**src/verilog/ebtcu_defines.svh**
```systemverilog
`ifndef EBTCU_DEFINES_SVH
`define EBTCU_DEFINES_SVH

// Register bus geometry.
`define EBTCU_ADDR_W 4
`define EBTCU_DATA_W 8

// Register offsets.
`define EBTCU_ADDR_CTRL_A 4'h0
`define EBTCU_ADDR_CTRL_B 4'h1
`define EBTCU_ADDR_COUNT  4'h2
`define EBTCU_ADDR_CMP_A  4'h3
`define EBTCU_ADDR_CMP_B  4'h4
`define EBTCU_ADDR_FLAGS  4'h5
`define EBTCU_ADDR_MASK   4'h6
`define EBTCU_ADDR_ASYNC  4'h7

// Field positions in control_reg_a.
`define EBTCU_CA_OMA_HI 7
`define EBTCU_CA_OMA_LO 6
`define EBTCU_CA_OMB_HI 5
`define EBTCU_CA_OMB_LO 4
`define EBTCU_CA_WAVE_HI 1
`define EBTCU_CA_WAVE_LO 0

// Field positions in control_reg_b.
`define EBTCU_CB_FORCE_A 7
`define EBTCU_CB_FORCE_B 6
`define EBTCU_CB_WAVE2   3
`define EBTCU_CB_SRC_HI  2
`define EBTCU_CB_SRC_LO  0

// Bit positions in the flag and mask registers.
`define EBTCU_FL_B    2
`define EBTCU_FL_A    1
`define EBTCU_FL_WRAP 0

// Bit position in async_state_reg.
`define EBTCU_AS_SEL 5

// Counter limits and reset values.
`define EBTCU_BOTTOM   8'h00
`define EBTCU_MAX      8'hFF
`define EBTCU_RST_BYTE 8'h00
`define EBTCU_SRC_STOP 3'h0

// Waveform mode codes.
`define EBTCU_WAVE_NORMAL 3'h0
`define EBTCU_WAVE_PC_MAX 3'h1
`define EBTCU_WAVE_CTC    3'h2
`define EBTCU_WAVE_FP_MAX 3'h3
`define EBTCU_WAVE_PC_A   3'h5
`define EBTCU_WAVE_FP_A   3'h7

// Output mode codes.
`define EBTCU_OM_OFF    2'h0
`define EBTCU_OM_TOGGLE 2'h1
`define EBTCU_OM_CLEAR  2'h2
`define EBTCU_OM_SET    2'h3

`endif

```
**src/verilog/ebtcu_pkg.sv**
```systemverilog
package ebtcu_pkg;

  // State of one compare channel as seen by the register file and the pin logic.
  typedef struct packed {
    logic       flag;     // Sticky compare flag.
    logic       ocState;  // Internal output state register.
    logic [7:0] cmp;      // Active compare value.
    logic [7:0] buffer;   // Buffered compare value.
  } ebtcu_chan_t;

endpackage : ebtcu_pkg

```
**src/verilog/ebtcu_channel.sv**
```systemverilog
`timescale 1ns/1ps
`include "ebtcu_defines.svh"

module ebtcu_channel (
  input  wire logic                clock,        // System clock.
  input  wire logic                rst_n,        // Asynchronous reset, active low.
  input  wire logic                tick,         // Timer tick in this cycle.
  input  wire logic [7:0]          countValue,   // Current counter value.
  input  wire logic                blockMatch,   // Suppress matches on this tick.
  input  wire logic                pwmMode,      // A PWM mode is selected.
  input  wire logic                fastMode,     // A single-slope PWM mode is selected.
  input  wire logic                countingUp,   // Counter direction.
  input  wire logic                bottomEvent,  // Counter goes from top to bottom.
  input  wire logic                bufferLoad,   // Buffer update point of the sequence.
  input  wire logic [1:0]          outputMode,   // output_mode_field of this channel.
  input  wire logic                forceStrobe,  // force_match_strobe write.
  input  wire logic                writeEn,      // Write to compare_value_chan.
  input  wire logic [7:0]          writeData,    // Write data.
  input  wire logic                flagClear,    // Clear request for the flag.
  output ebtcu_pkg::ebtcu_chan_t   state         // Channel state.
);

  logic       flag_reg;    // match_flag_chan.
  logic       flag_next;
  logic       oc_reg;      // Internal output state.
  logic       oc_next;
  logic [7:0] cmp_reg;     // Active compare value.
  logic [7:0] cmp_next;
  logic [7:0] buf_reg;     // Buffer register.
  logic [7:0] buf_next;
  logic       matchHit;    // Qualified match on this tick.
  logic       act;         // Non-PWM action, real or forced.

  // The comparator looks at the counter on each tick unless a counter write blocked it.
  assign matchHit = tick && !blockMatch && (countValue == cmp_reg);
  assign act      = !pwmMode && (matchHit || forceStrobe);

  // Next-state logic for the flag, compare values and output state.
  always_comb begin
    flag_next = flag_reg;
    if (flagClear) begin
      flag_next = 1'b0;
    end
    // A match in the same cycle as a clear wins, so no event is lost.
    if (matchHit) begin
      flag_next = 1'b1;
    end
    // Software always lands in the buffer; outside PWM the compare value follows at once.
    buf_next = writeEn ? writeData : buf_reg;
    cmp_next = cmp_reg;
    if (writeEn && !pwmMode) begin
      cmp_next = writeData;
    end else if (pwmMode && bufferLoad) begin
      cmp_next = buf_reg;
    end
    // The output mode is read live, so a new setting governs the next match.
    oc_next = oc_reg;
    if (act) begin
      unique case (outputMode)
        `EBTCU_OM_OFF:    oc_next = oc_reg;
        `EBTCU_OM_TOGGLE: oc_next = ~oc_reg;
        `EBTCU_OM_CLEAR:  oc_next = 1'b0;
        `EBTCU_OM_SET:    oc_next = 1'b1;
      endcase
    end else if (pwmMode && fastMode) begin
      // Single slope: match first, then the bottom event overrides it.
      if (matchHit) begin
        unique case (outputMode)
          `EBTCU_OM_OFF:    oc_next = oc_reg;
          `EBTCU_OM_TOGGLE: oc_next = ~oc_reg;
          `EBTCU_OM_CLEAR:  oc_next = 1'b0;
          `EBTCU_OM_SET:    oc_next = 1'b1;
        endcase
      end
      if (bottomEvent && outputMode == `EBTCU_OM_CLEAR) begin
        oc_next = 1'b1;
      end else if (bottomEvent && outputMode == `EBTCU_OM_SET) begin
        oc_next = 1'b0;
      end
    end else if (pwmMode && matchHit) begin
      // Dual slope: the direction decides the level; toggle is unused here.
      if (outputMode == `EBTCU_OM_CLEAR) begin
        oc_next = !countingUp;
      end else if (outputMode == `EBTCU_OM_SET) begin
        oc_next = countingUp;
      end
    end
  end

  // Channel registers.
  always_ff @(posedge clock or negedge rst_n) begin
    if (!rst_n) begin
      flag_reg <= 1'b0;
      oc_reg   <= 1'b0;
      cmp_reg  <= `EBTCU_RST_BYTE;
      buf_reg  <= `EBTCU_RST_BYTE;
    end else begin
      flag_reg <= flag_next;
      oc_reg   <= oc_next;
      cmp_reg  <= cmp_next;
      buf_reg  <= buf_next;
    end
  end

  assign state = '{flag: flag_reg, ocState: oc_reg, cmp: cmp_reg, buffer: buf_reg};

  chk_match_flag_set: assert property (@(posedge clock) disable iff (!rst_n)
    matchHit |=> flag_reg) else $error("match did not set the flag");
  chk_force_no_flag: assert property (@(posedge clock) disable iff (!rst_n)
    (forceStrobe && !matchHit && !flag_reg) |=> !flag_reg)
    else $error("force strobe set the flag");
  chk_mode_off_hold: assert property (@(posedge clock) disable iff (!rst_n)
    (outputMode == `EBTCU_OM_OFF) |=> (oc_reg == $past(oc_reg)))
    else $error("output state moved with output mode off");
  chk_direct_write: assert property (@(posedge clock) disable iff (!rst_n)
    (writeEn && !pwmMode) |=> (cmp_reg == $past(writeData)))
    else $error("direct compare write not applied");
  chk_buffered_hold: assert property (@(posedge clock) disable iff (!rst_n)
    (writeEn && pwmMode && !bufferLoad) |=> (cmp_reg == $past(cmp_reg)))
    else $error("buffered compare value changed early");

endmodule : ebtcu_channel

```
**src/verilog/ebtcu_timer.sv**
```systemverilog
// Contract
// - Tick from I/O clock, or oscillator when selected.
// - Source field zero stops counting; counter stays accessible.
// - Each tick clears, increments or decrements per mode.
// - Processor counter write beats clear and count.
// - Three-bit wave mode split over two control registers.
// - Equality sets channel flag on next tick.
// - Enabled flag requests interrupt; service or one clears.
// - PWM modes buffer compare values, update at top.
// - Buffered: writes go to buffer; else direct.
// - Non-PWM force acts like match, no flag.
// - Counter write blocks matches on next tick.
// - Output state survives waveform mode changes.
// - Output mode unbuffered, acts from next match.
// - Nonzero output mode overrides port value; direction kept.
// - Output mode zero leaves state unchanged.
// - Output mode picks polarity or set/clear/toggle.
// - Mode zero counts up only, wraps FF to 00.
// - Normal mode wrap flag set as counter hits zero.
// - Wrap flag set per mode, can raise interrupt.
// - Bottom 00, max FF, top FF or compare A.
//
// Design decisions made here: the address-and-strobe port and the register addresses.
`timescale 1ns/1ps
`include "ebtcu_defines.svh"

module ebtcu_timer (
  input  wire logic                        clock,            // I/O clock, 100 MHz.
  input  wire logic                        rst_n,            // Asynchronous reset, active low.
  input  wire logic [`EBTCU_ADDR_W-1:0]    regAddr,          // Register address.
  input  wire logic [`EBTCU_DATA_W-1:0]    regWrData,        // Register write data.
  input  wire logic                        regWr,            // Write strobe.
  input  wire logic                        regRd,            // Read strobe.
  output logic      [`EBTCU_DATA_W-1:0]    regRdData,        // Read data, cycle after strobe.
  input  wire logic                        oscPinOne,        // Oscillator clock on osc_pin_one.
  input  wire logic                        ackMatchA,        // Interrupt A serviced.
  input  wire logic                        ackMatchB,        // Interrupt B serviced.
  input  wire logic                        ackWrap,          // Wrap interrupt serviced.
  output logic                             irqMatchA,        // Interrupt request, channel A.
  output logic                             irqMatchB,        // Interrupt request, channel B.
  output logic                             irqWrap,          // Interrupt request, wrap.
  input  wire logic                        portValueA,       // General port value for pin A.
  input  wire logic                        portValueB,       // General port value for pin B.
  input  wire logic                        outputPinDirectionA, // Port direction, pin A.
  input  wire logic                        outputPinDirectionB, // Port direction, pin B.
  output logic                             compareOutputA,   // Pin A level.
  output logic                             compareOutputAOe, // Pin A output enable.
  output logic                             compareOutputB,   // Pin B level.
  output logic                             compareOutputBOe  // Pin B output enable.
);

  // Control and status registers.
  logic [7:0] ctrlA_reg;          // control_reg_a.
  logic [7:0] ctrlA_next;
  logic [3:0] ctrlB_reg;          // wave_mode_bit2 and tick_source_field.
  logic [3:0] ctrlB_next;
  logic       wrapFlag_reg;       // wrap_flag.
  logic       wrapFlag_next;
  logic [2:0] mask_reg;           // interrupt_mask_reg.
  logic [2:0] mask_next;
  logic       asyncSel_reg;       // async_tick_select.
  logic       asyncSel_next;
  logic [7:0] rdData_reg;         // Registered read data.
  logic [7:0] rdData_next;

  // Counter state.
  logic [7:0] count_reg;          // count_value.
  logic [7:0] count_next;
  logic       dirUp_reg;          // Counting direction in dual slope.
  logic       dirUp_next;
  logic       block_reg;          // Match blocking after a counter write.
  logic       block_next;

  // Oscillator pin synchroniser and edge detector.
  logic       oscMeta_reg;        // First stage, read only by the second.
  logic       oscSync_reg;        // Second stage.
  logic       oscLast_reg;        // Delayed copy for edge detection.

  // Decoded controls.
  logic [2:0] waveMode;           // wave_mode_field.
  logic [2:0] tickSource;         // tick_source_field.
  logic       tick;               // timer_tick.
  logic       countWr;            // Processor write to the counter.
  logic       pwmMode;            // Any PWM mode.
  logic       fastMode;           // Single-slope PWM.
  logic       phaseMode;          // Dual-slope PWM.
  logic [7:0] topValue;           // Top of the count sequence.
  logic       atTop;              // Counter equals top.
  logic       bottomEvent;        // Counter cleared from top to bottom.
  logic       bufferLoad;         // Compare buffer update point.
  logic       wrapEvent;          // Wrap flag set condition.
  logic       flagWr;             // Write to the flag register.
  ebtcu_pkg::ebtcu_chan_t chanA;  // Channel A state.
  ebtcu_pkg::ebtcu_chan_t chanB;  // Channel B state.

  // The wave mode is spread over both control registers.
  assign waveMode   = {ctrlB_reg[`EBTCU_CB_WAVE2],
                       ctrlA_reg[`EBTCU_CA_WAVE_HI:`EBTCU_CA_WAVE_LO]};
  assign tickSource = ctrlB_reg[`EBTCU_CB_SRC_HI:`EBTCU_CB_SRC_LO];
  assign fastMode   = (waveMode == `EBTCU_WAVE_FP_MAX) || (waveMode == `EBTCU_WAVE_FP_A);
  assign phaseMode  = (waveMode == `EBTCU_WAVE_PC_MAX) || (waveMode == `EBTCU_WAVE_PC_A);
  assign pwmMode    = fastMode || phaseMode;
  assign countWr    = regWr && (regAddr == `EBTCU_ADDR_COUNT);
  assign flagWr     = regWr && (regAddr == `EBTCU_ADDR_FLAGS);

  // Top is compare A in the two compare-topped modes and max otherwise.
  assign topValue = (waveMode == `EBTCU_WAVE_PC_A || waveMode == `EBTCU_WAVE_FP_A)
                    ? chanA.cmp : `EBTCU_MAX;
  assign atTop    = (count_reg == topValue);

  // Tick: every I/O clock, or each synchronised oscillator rising edge; none when stopped.
  assign tick = (tickSource != `EBTCU_SRC_STOP) &&
                (asyncSel_reg ? (oscSync_reg && !oscLast_reg) : 1'b1);

  // Buffer and pin events of the PWM sequences.
  assign bottomEvent = tick && !countWr && fastMode && atTop;
  assign bufferLoad  = tick && !countWr && pwmMode && atTop;

  // Wrap flag source per mode.
  always_comb begin
    wrapEvent = 1'b0;
    if (tick && !countWr) begin
      if (fastMode) begin
        wrapEvent = atTop;
      end else if (phaseMode) begin
        wrapEvent = (count_reg == `EBTCU_BOTTOM) && !dirUp_reg;
      end else if (waveMode == `EBTCU_WAVE_CTC) begin
        wrapEvent = (count_reg == `EBTCU_MAX) && (count_reg != chanA.cmp);
      end else begin
        wrapEvent = (count_reg == `EBTCU_MAX);
      end
    end
  end

  // Oscillator input passes two flops before any logic looks at it.
  always_ff @(posedge clock or negedge rst_n) begin
    if (!rst_n) begin
      oscMeta_reg <= 1'b0;
      oscSync_reg <= 1'b0;
      oscLast_reg <= 1'b0;
    end else begin
      oscMeta_reg <= oscPinOne;
      oscSync_reg <= oscMeta_reg;
      oscLast_reg <= oscSync_reg;
    end
  end

  // Counter next-state: a processor write wins, otherwise the mode steps it.
  always_comb begin
    count_next = count_reg;
    dirUp_next = dirUp_reg;
    if (countWr) begin
      count_next = regWrData;
    end else if (tick) begin
      if (fastMode) begin
        count_next = atTop ? `EBTCU_BOTTOM : count_reg + 8'h01;
      end else if (phaseMode) begin
        if (dirUp_reg && atTop) begin
          dirUp_next = 1'b0;
          count_next = count_reg - 8'h01;
        end else if (!dirUp_reg && count_reg == `EBTCU_BOTTOM) begin
          dirUp_next = 1'b1;
          count_next = count_reg + 8'h01;
        end else begin
          count_next = dirUp_reg ? count_reg + 8'h01 : count_reg - 8'h01;
        end
      end else if (waveMode == `EBTCU_WAVE_CTC && count_reg == chanA.cmp) begin
        count_next = `EBTCU_BOTTOM;
      end else begin
        count_next = count_reg + 8'h01;
      end
    end
    // A write arms blocking, held until the next tick consumes it, stopped or not.
    block_next = countWr ? 1'b1 : (tick ? 1'b0 : block_reg);
  end

  // Counter registers.
  always_ff @(posedge clock or negedge rst_n) begin
    if (!rst_n) begin
      count_reg <= `EBTCU_RST_BYTE;
      dirUp_reg <= 1'b1;
      block_reg <= 1'b0;
    end else begin
      count_reg <= count_next;
      dirUp_reg <= dirUp_next;
      block_reg <= block_next;
    end
  end

  // Register file next-state and read mux.
  always_comb begin
    ctrlA_next    = ctrlA_reg;
    ctrlB_next    = ctrlB_reg;
    mask_next     = mask_reg;
    asyncSel_next = asyncSel_reg;
    wrapFlag_next = wrapFlag_reg;
    rdData_next   = `EBTCU_RST_BYTE;
    if (regWr) begin
      unique case (regAddr)
        `EBTCU_ADDR_CTRL_A: ctrlA_next    = regWrData;
        `EBTCU_ADDR_CTRL_B: ctrlB_next    = regWrData[3:0];
        `EBTCU_ADDR_MASK:   mask_next     = regWrData[2:0];
        `EBTCU_ADDR_ASYNC:  asyncSel_next = regWrData[`EBTCU_AS_SEL];
        default:            ctrlA_next    = ctrlA_reg;
      endcase
    end
    // Clear by service or by writing one; a wrap in the same cycle wins.
    if ((flagWr && regWrData[`EBTCU_FL_WRAP]) || ackWrap) begin
      wrapFlag_next = 1'b0;
    end
    if (wrapEvent) begin
      wrapFlag_next = 1'b1;
    end
    if (regRd) begin
      unique case (regAddr)
        `EBTCU_ADDR_CTRL_A: rdData_next = ctrlA_reg;
        `EBTCU_ADDR_CTRL_B: rdData_next = {4'h0, ctrlB_reg};
        `EBTCU_ADDR_COUNT:  rdData_next = count_reg;
        `EBTCU_ADDR_CMP_A:  rdData_next = pwmMode ? chanA.buffer : chanA.cmp;
        `EBTCU_ADDR_CMP_B:  rdData_next = pwmMode ? chanB.buffer : chanB.cmp;
        `EBTCU_ADDR_FLAGS:  rdData_next = {5'h00, chanB.flag, chanA.flag, wrapFlag_reg};
        `EBTCU_ADDR_MASK:   rdData_next = {5'h00, mask_reg};
        `EBTCU_ADDR_ASYNC:  rdData_next = {2'h0, asyncSel_reg, 5'h00};
        default:            rdData_next = `EBTCU_RST_BYTE;
      endcase
    end
  end

  // Register file flops.
  always_ff @(posedge clock or negedge rst_n) begin
    if (!rst_n) begin
      ctrlA_reg    <= `EBTCU_RST_BYTE;
      ctrlB_reg    <= 4'h0;
      mask_reg     <= 3'h0;
      asyncSel_reg <= 1'b0;
      wrapFlag_reg <= 1'b0;
      rdData_reg   <= `EBTCU_RST_BYTE;
    end else begin
      ctrlA_reg    <= ctrlA_next;
      ctrlB_reg    <= ctrlB_next;
      mask_reg     <= mask_next;
      asyncSel_reg <= asyncSel_next;
      wrapFlag_reg <= wrapFlag_next;
      rdData_reg   <= rdData_next;
    end
  end

  assign regRdData = rdData_reg;

  // Compare channel A.
  ebtcu_channel chanAInst (
    .clock       (clock),
    .rst_n       (rst_n),
    .tick        (tick),
    .countValue  (count_reg),
    .blockMatch  (block_reg),
    .pwmMode     (pwmMode),
    .fastMode    (fastMode),
    .countingUp  (dirUp_reg),
    .bottomEvent (bottomEvent),
    .bufferLoad  (bufferLoad),
    .outputMode  (ctrlA_reg[`EBTCU_CA_OMA_HI:`EBTCU_CA_OMA_LO]),
    .forceStrobe (regWr && regAddr == `EBTCU_ADDR_CTRL_B && regWrData[`EBTCU_CB_FORCE_A]),
    .writeEn     (regWr && regAddr == `EBTCU_ADDR_CMP_A),
    .writeData   (regWrData),
    .flagClear   ((flagWr && regWrData[`EBTCU_FL_A]) || ackMatchA),
    .state       (chanA)
  );

  // Compare channel B.
  ebtcu_channel chanBInst (
    .clock       (clock),
    .rst_n       (rst_n),
    .tick        (tick),
    .countValue  (count_reg),
    .blockMatch  (block_reg),
    .pwmMode     (pwmMode),
    .fastMode    (fastMode),
    .countingUp  (dirUp_reg),
    .bottomEvent (bottomEvent),
    .bufferLoad  (bufferLoad),
    .outputMode  (ctrlA_reg[`EBTCU_CA_OMB_HI:`EBTCU_CA_OMB_LO]),
    .forceStrobe (regWr && regAddr == `EBTCU_ADDR_CTRL_B && regWrData[`EBTCU_CB_FORCE_B]),
    .writeEn     (regWr && regAddr == `EBTCU_ADDR_CMP_B),
    .writeData   (regWrData),
    .flagClear   ((flagWr && regWrData[`EBTCU_FL_B]) || ackMatchB),
    .state       (chanB)
  );

  // Interrupt requests follow the flags through the mask.
  assign irqMatchA = chanA.flag && mask_reg[`EBTCU_FL_A];
  assign irqMatchB = chanB.flag && mask_reg[`EBTCU_FL_B];
  assign irqWrap   = wrapFlag_reg && mask_reg[`EBTCU_FL_WRAP];

  // A nonzero output mode replaces the port value; direction stays with the port.
  assign compareOutputA   = (ctrlA_reg[`EBTCU_CA_OMA_HI:`EBTCU_CA_OMA_LO] != `EBTCU_OM_OFF)
                            ? chanA.ocState : portValueA;
  assign compareOutputB   = (ctrlA_reg[`EBTCU_CA_OMB_HI:`EBTCU_CA_OMB_LO] != `EBTCU_OM_OFF)
                            ? chanB.ocState : portValueB;
  assign compareOutputAOe = outputPinDirectionA;
  assign compareOutputBOe = outputPinDirectionB;

  chk_stop_hold: assert property (@(posedge clock) disable iff (!rst_n)
    (tickSource == `EBTCU_SRC_STOP && !countWr) |=> (count_reg == $past(count_reg)))
    else $error("counter moved while stopped");
  chk_write_prio: assert property (@(posedge clock) disable iff (!rst_n)
    countWr |=> (count_reg == $past(regWrData))) else $error("counter write lost");
  chk_normal_wrap: assert property (@(posedge clock) disable iff (!rst_n)
    (waveMode == `EBTCU_WAVE_NORMAL && tick && !countWr && count_reg == `EBTCU_MAX)
    |=> (count_reg == `EBTCU_BOTTOM) && wrapFlag_reg) else $error("normal wrap wrong");
  // A tick that a counter write blocked must leave an idle flag idle.
  chk_block_match: assert property (@(posedge clock) disable iff (!rst_n)
    (block_reg && tick && !chanA.flag) |=> !chanA.flag)
    else $error("blocked match set a flag");
  // Servicing the wrap interrupt clears the flag unless a new wrap lands.
  chk_wrap_ack: assert property (@(posedge clock) disable iff (!rst_n)
    (ackWrap && !wrapEvent) |=> !wrapFlag_reg) else $error("wrap flag not cleared");
  // Clear-on-match mode returns to bottom after the compare A value.
  chk_ctc_clear: assert property (@(posedge clock) disable iff (!rst_n)
    (waveMode == `EBTCU_WAVE_CTC && tick && !countWr && count_reg == chanA.cmp)
    |=> (count_reg == `EBTCU_BOTTOM)) else $error("clear on match missing");
  // Dual slope turns downward when the counter sits at top.
  chk_phase_turn: assert property (@(posedge clock) disable iff (!rst_n)
    (phaseMode && tick && !countWr && dirUp_reg && atTop) |=> !dirUp_reg)
    else $error("dual slope did not turn at top");
  // With the oscillator selected, only a synchronised rising edge ticks.
  chk_async_tick: assert property (@(posedge clock) disable iff (!rst_n)
    (asyncSel_reg && !(oscSync_reg && !oscLast_reg)) |-> !tick)
    else $error("tick without oscillator edge");
  // Single slope wraps to bottom at top and sets the wrap flag there.
  chk_fast_wrap: assert property (@(posedge clock) disable iff (!rst_n)
    (fastMode && tick && !countWr && atTop)
    |=> (count_reg == `EBTCU_BOTTOM) && wrapFlag_reg) else $error("single slope wrap wrong");
  // A zero source field never produces a tick.
  chk_stop_no_tick: assert property (@(posedge clock) disable iff (!rst_n)
    (tickSource == `EBTCU_SRC_STOP) |-> !tick) else $error("tick while stopped");
  chk_pin_override: assert property (@(posedge clock) disable iff (!rst_n)
    (ctrlA_reg[`EBTCU_CA_OMB_HI:`EBTCU_CA_OMB_LO] == `EBTCU_OM_OFF)
    |-> (compareOutputB == portValueB)) else $error("pin B override wrong");

endmodule : ebtcu_timer

```
**config.mk**
```make
export PLATFORM = sky130hd
export DESIGN_NAME = ebtcu_timer
export DESIGN_NICKNAME = d
export VERILOG_FILES = /design/src/verilog/ebtcu_pkg.sv /design/src/verilog/ebtcu_channel.sv /design/src/verilog/ebtcu_timer.sv
export VERILOG_INCLUDE_DIRS = /design/src /design/src/verilog
export SDC_FILE = /design/constraint.sdc
export NUM_CORES = 1
export LEC_CHECK = 0
export BUFFER_PORTS_ARGS = -buffer_cell sky130_fd_sc_hd__clkbuf_2
export CAP_MARGIN = 20
export CELL_PAD_IN_SITES_DETAIL_PLACEMENT = 1
export CELL_PAD_IN_SITES_GLOBAL_PLACEMENT = 2
export CORE_ASPECT_RATIO = 0.7
export CORE_MARGIN = 3
export CORE_UTILIZATION = 38
export CTS_CLUSTER_DIAMETER = 50
export CTS_CLUSTER_SIZE = 28
export DETAILED_ROUTE_END_ITERATION = 10
export MAX_ROUTING_LAYER = met4
export PLACE_DENSITY_LB_ADDON = 0.1
export SETUP_SLACK_MARGIN = 0.3
export SLEW_MARGIN = 5
export SYNTH_ARGS = -nofsm -noshare
export SYNTH_HDL_FRONTEND = slang
export SYNTH_SLANG_ARGS = --single-unit
export TNS_END_PERCENT = 50
```
**constraint.sdc**
```tcl
create_clock -name clock -period 2.66 [get_ports clock]
set_input_delay 0.133 -clock clock [delete_from_list [all_inputs] [get_ports clock]]
set_output_delay 0.133 -clock clock [all_outputs]
set_load 0.01 [all_outputs]
```
==> impl_results.rst <==
.. list-table::
   :header-rows: 1

   * - Metric
     - Value
   * - Run status
     - finished, final reports clean
   * - Ys async rst share
     - 1.00
   * - GRT met2 Usage
     - 0.383
   * - Post-synthesis instance area
     - 0.00466 sq mm
   * - Routed Wire Length
     - 16.8 mm
   * - Main flop type after synthesis
     - dfrtp_1
   * - Fillers
     - 1359
   * - Max-cap check violation count
     - 0
   * - Dominant combinational cell family by area after synthesis
     - simple AND/OR/NAND/NOR gates
   * - Horiz. Die Dim
     - 138 um
   * - Maximum number of buffers from clock root to sink
     - 2
   * - Number of input and output port buffers inserted
     - 34
   * - Final min period
     - 2330 ps
   * - Pin count of the biggest net entering global routing
     - between 70 and 80
   * - Number of antenna violations at the first check in global routing
     - 0
   * - Number of violations reported at the end of detailed-routing iteration 0
     - between 200 and 300
   * - Number of synthesized register bits
     - 74
   * - Storage cell area
     - around 0.0019 sq mm
   * - Synth-to-Final Area Change
     - 15.8%
   * - Yosys warning total
     - 0
   * - Clock latency on the worst-skew pair
     - between 300 and 400 ps
   * - Vias in the first global route
     - 4382
   * - Level count of the clock H-tree
     - 3
   * - Global-route wire length before repair
     - 26.5 mm
   * - Max Transition Viols Final
     - 0
   * - Global-route congestion overflow total
     - 0
   * - Placement Rows
     - 33
   * - Die ar.
     - around 0.014 sq mm
   * - CP Capture Type
     - flop
   * - Final Hold Vio Count
     - 0
   * - Path type of the worst min-delay path
     - in -> reg
   * - Total via count after detailed routing
     - about 4200
   * - Mapped Nets
     - 533
   * - Final-stage net count
     - around 570
   * - I/O pin total
     - 39
   * - Distinct cells, synth
     - 65
   * - Setup repair after global routing missed its margin
     - true
   * - Final setup vio count
     - 0
   * - Routed via count divided by cell count
     - 5.95
   * - Clock tree from TritonCTS
     - built
   * - Leakage power of the design
     - 2.34 nW
   * - Fin Setup TNS
     - 0 ps
   * - Post-Syn Area per Cell
     - 9.21 sq um
   * - Simple logic cell fraction of the synthesized area
     - 0.205
   * - Sequential element share of the synthesized area
     - 0.398
   * - Initial Utilization
     - 0.393
   * - Maximum vdd drop
     - 0.342 mV
   * - DRC Markers
     - 0
   * - Share of post-route cells with drive strength above 1
     - 0.269
   * - Number of flops mapped to enable cells by yosys
     - 0
   * - Core outline area
     - 0.0119 sq mm
   * - Transition time at the pin with the least slew margin
     - 660 ps
   * - Tcrit/Tclk final
     - 0.876
   * - Post-Route Utilization
     - 0.455
   * - Critical Path Fanout Max
     - 5
   * - Count of TritonRoute iterations in the first routing pass
     - 5
   * - Max-Slew Margin vs Limit
     - 0.559
   * - XOR/XNOR share of the synthesized area
     - 0.0226
   * - Die height
     - between 90 and 100 um
   * - Inserted Clock Buffers
     - 9
   * - HPWL Detailed
     - 12.3 mm
   * - Clock tree root buffer cell
     - clkbuf_16
   * - Ratio of total power to cell area
     - 857 mW/mm^2
   * - Busiest grt layer
     - met2
   * - Achievable clock frequency
     - between 400 and 500 MHz
   * - Final weighted congestion in routability-driven placement
     - between 0.8 and 0.9
   * - Gate count of the mapped netlist
     - roughly 510
   * - Total clock sinks
     - 74
   * - Ant diodes
     - 0
   * - Met1 track demand over resource in global routing
     - 0.376
   * - DR WL/cell
     - 23.9 um
   * - Remaining antenna violation count
     - 0
   * - Met3 track demand over resource in global routing
     - 0.0427
   * - Synthesized-area fraction occupied by ao, oa, aoi and oai cells
     - 0.178
   * - Total global routing track utilization
     - 0.260
   * - Critical Path RT
     - 2870 ps
   * - Footprint of the multi-input gates
     - around 0.0026 sq mm
   * - Register-to-Register Setup Slack
     - 330 ps
   * - Share of cell area taken by muxes after synthesis
     - 0.128
   * - Adder-cell share of the synthesized area
     - 0.00805
   * - Clk pin slew, worst setup/hold paths
     - 60 ps
   * - Arrival time of the worst setup path
     - ~2500 ps
   * - Critical path start-end classification
     - reg -> reg
   * - Critical path launch point type
     - flop
   * - Final setup skew
     - 7.93 ps
cell usage after synthesis, types with 7 or more instances:
| cell type | number | share of area |
|---|---|---|
| dfrtp_1 | 73 | 0.39 |
| nand2_1 | 48 | 0.039 |
| mux2i_1 | 20 | 0.043 |
| a21oi_1 | 31 | 0.033 |
| nor3_1 | 10 | 0.011 |
| nand2b_1 | 9 | 0.012 |
| a221oi_1 | 16 | 0.030 |
| clkbuf_1 | 13 | 0.010 |
| xnor2_1 | 10 | 0.019 |
| nand3_1 | 15 | 0.016 |
| a22oi_1 | 8 | 0.013 |
| mux2_2 | 35 | 0.085 |
| o21ai_1 | 7 | 0.0075 |
| buf_4 | 8 | 0.013 |
| o21ai_0 | 20 | 0.021 |
| inv_1 | 16 | 0.013 |
| and3_1 | 10 | 0.013 |
| nor2_1 | 56 | 0.045 |
| buf_2 | 11 | 0.012 |
logic make-up after synthesis:
family | after synthesis
flip-flops | 74
buffers and inverters | 56
XOR/XNOR | 12
adder cells (fa/ha/maj) | 3
AO/OA/AOI/OAI | 121
AND/OR/NAND/NOR | 185
multiplexers | 55
power breakdown:
group | leakage, nW | switching [mW] | internal [mW]
clock | 0.136 | 0.524 | 0.664
combinational | 1.31 | 0.986 | 0.727
sequential | 0.896 | 0.340 | 1.38
routing by layer:
layer / share of wire / wire [um]
met1: 0.51 / 8590
met2: 0.43 / 7260
met3: 0.045 / 758
met4: 0.013 / 220
met5: 0 / 0
final timing paths:
| path | endpoint | start | cells after the start |
|---|---|---|---|
| min in group asynchronous | chanBInst.cmp_reg[6]$_DFFE_PN0P_ | rst_n | 2 |
| setup reg to reg | count_reg[5]$_DFFE_PN0P_ | count_reg[5]$_DFFE_PN0P_ | 9 |
| hold / removal | chanBInst.flag_reg$_DFFE_PN0P_ | ackMatchB | 3 |
| hold reg to reg | oscSync_reg$_DFF_PN0_ | oscMeta_reg$_DFF_PN0_ | 0 |
| setup / recovery | count_reg[5]$_DFFE_PN0P_ | count_reg[5]$_DFFE_PN0P_ | 9 |
| max in group asynchronous | count_reg[2]$_DFFE_PN0P_ | rst_n | 3 |
cell usage in the layout, fill, tap and decap left out, types with 10 or more instances in the layout:
cell type / n
dfrtp_1: 69
nor2_1: 53
nand2_1: 47
mux2_2: 35
clkbuf_2: 33
a21oi_1: 31
buf_4: 23
o21ai_0: 20
mux2i_1: 18
inv_1: 16
a221oi_1: 15
nand3_1: 15
nor3_1: 10
metrics by stage:
stage | hold slack [ps] | instance area, sq um | power, mW | instances | setup slack (ps)
CTS | 11.8 | 5270 | 4.54 | 698 | 316
floorplan | -163 | 4660 | 2.76 | 506 | 576
global route | 42.1 | 5400 | 4.90 | 703 | 238
finish | 34.9 | 5400 | 4.63 | 703 | 331
detailed placement | 243 | 4970 | 3.33 | 681 | 155
global placement | 246 | 4970 | 3.31 | 681 | 244
area by class of cell:
class,instances,share of cell area
Multi-Input combinational cell,376,0.478
Sequential cell,74,0.344
Timing Repair Buffer,61,0.0763
Clock buffer,11,0.0450
Tap cell,157,0.0364
Inverter,19,0.0132
Clock inverter,5,0.00719
critical path, cell delays in order, from the launching register on:
cell	delay (ps)
dfrtp_1	430
buf_4	180
nand2b_1	80
o2111ai_2	160
nor3_2	290
o21ai_1	150
nand2_2	140
mux2_2	340
a221oi_1	330
nor3_1	90
repair_timing:
action | CTS | global route
hold endpoints to repair | 1 | 39
pin swaps | 0 | 3
setup buffers | 0 | 3
endpoints found under the setup margin | 23 | 27
resized for setup | 6 | 15
hold buffers | 1 | 1
Power figures use the tool's default switching activity.
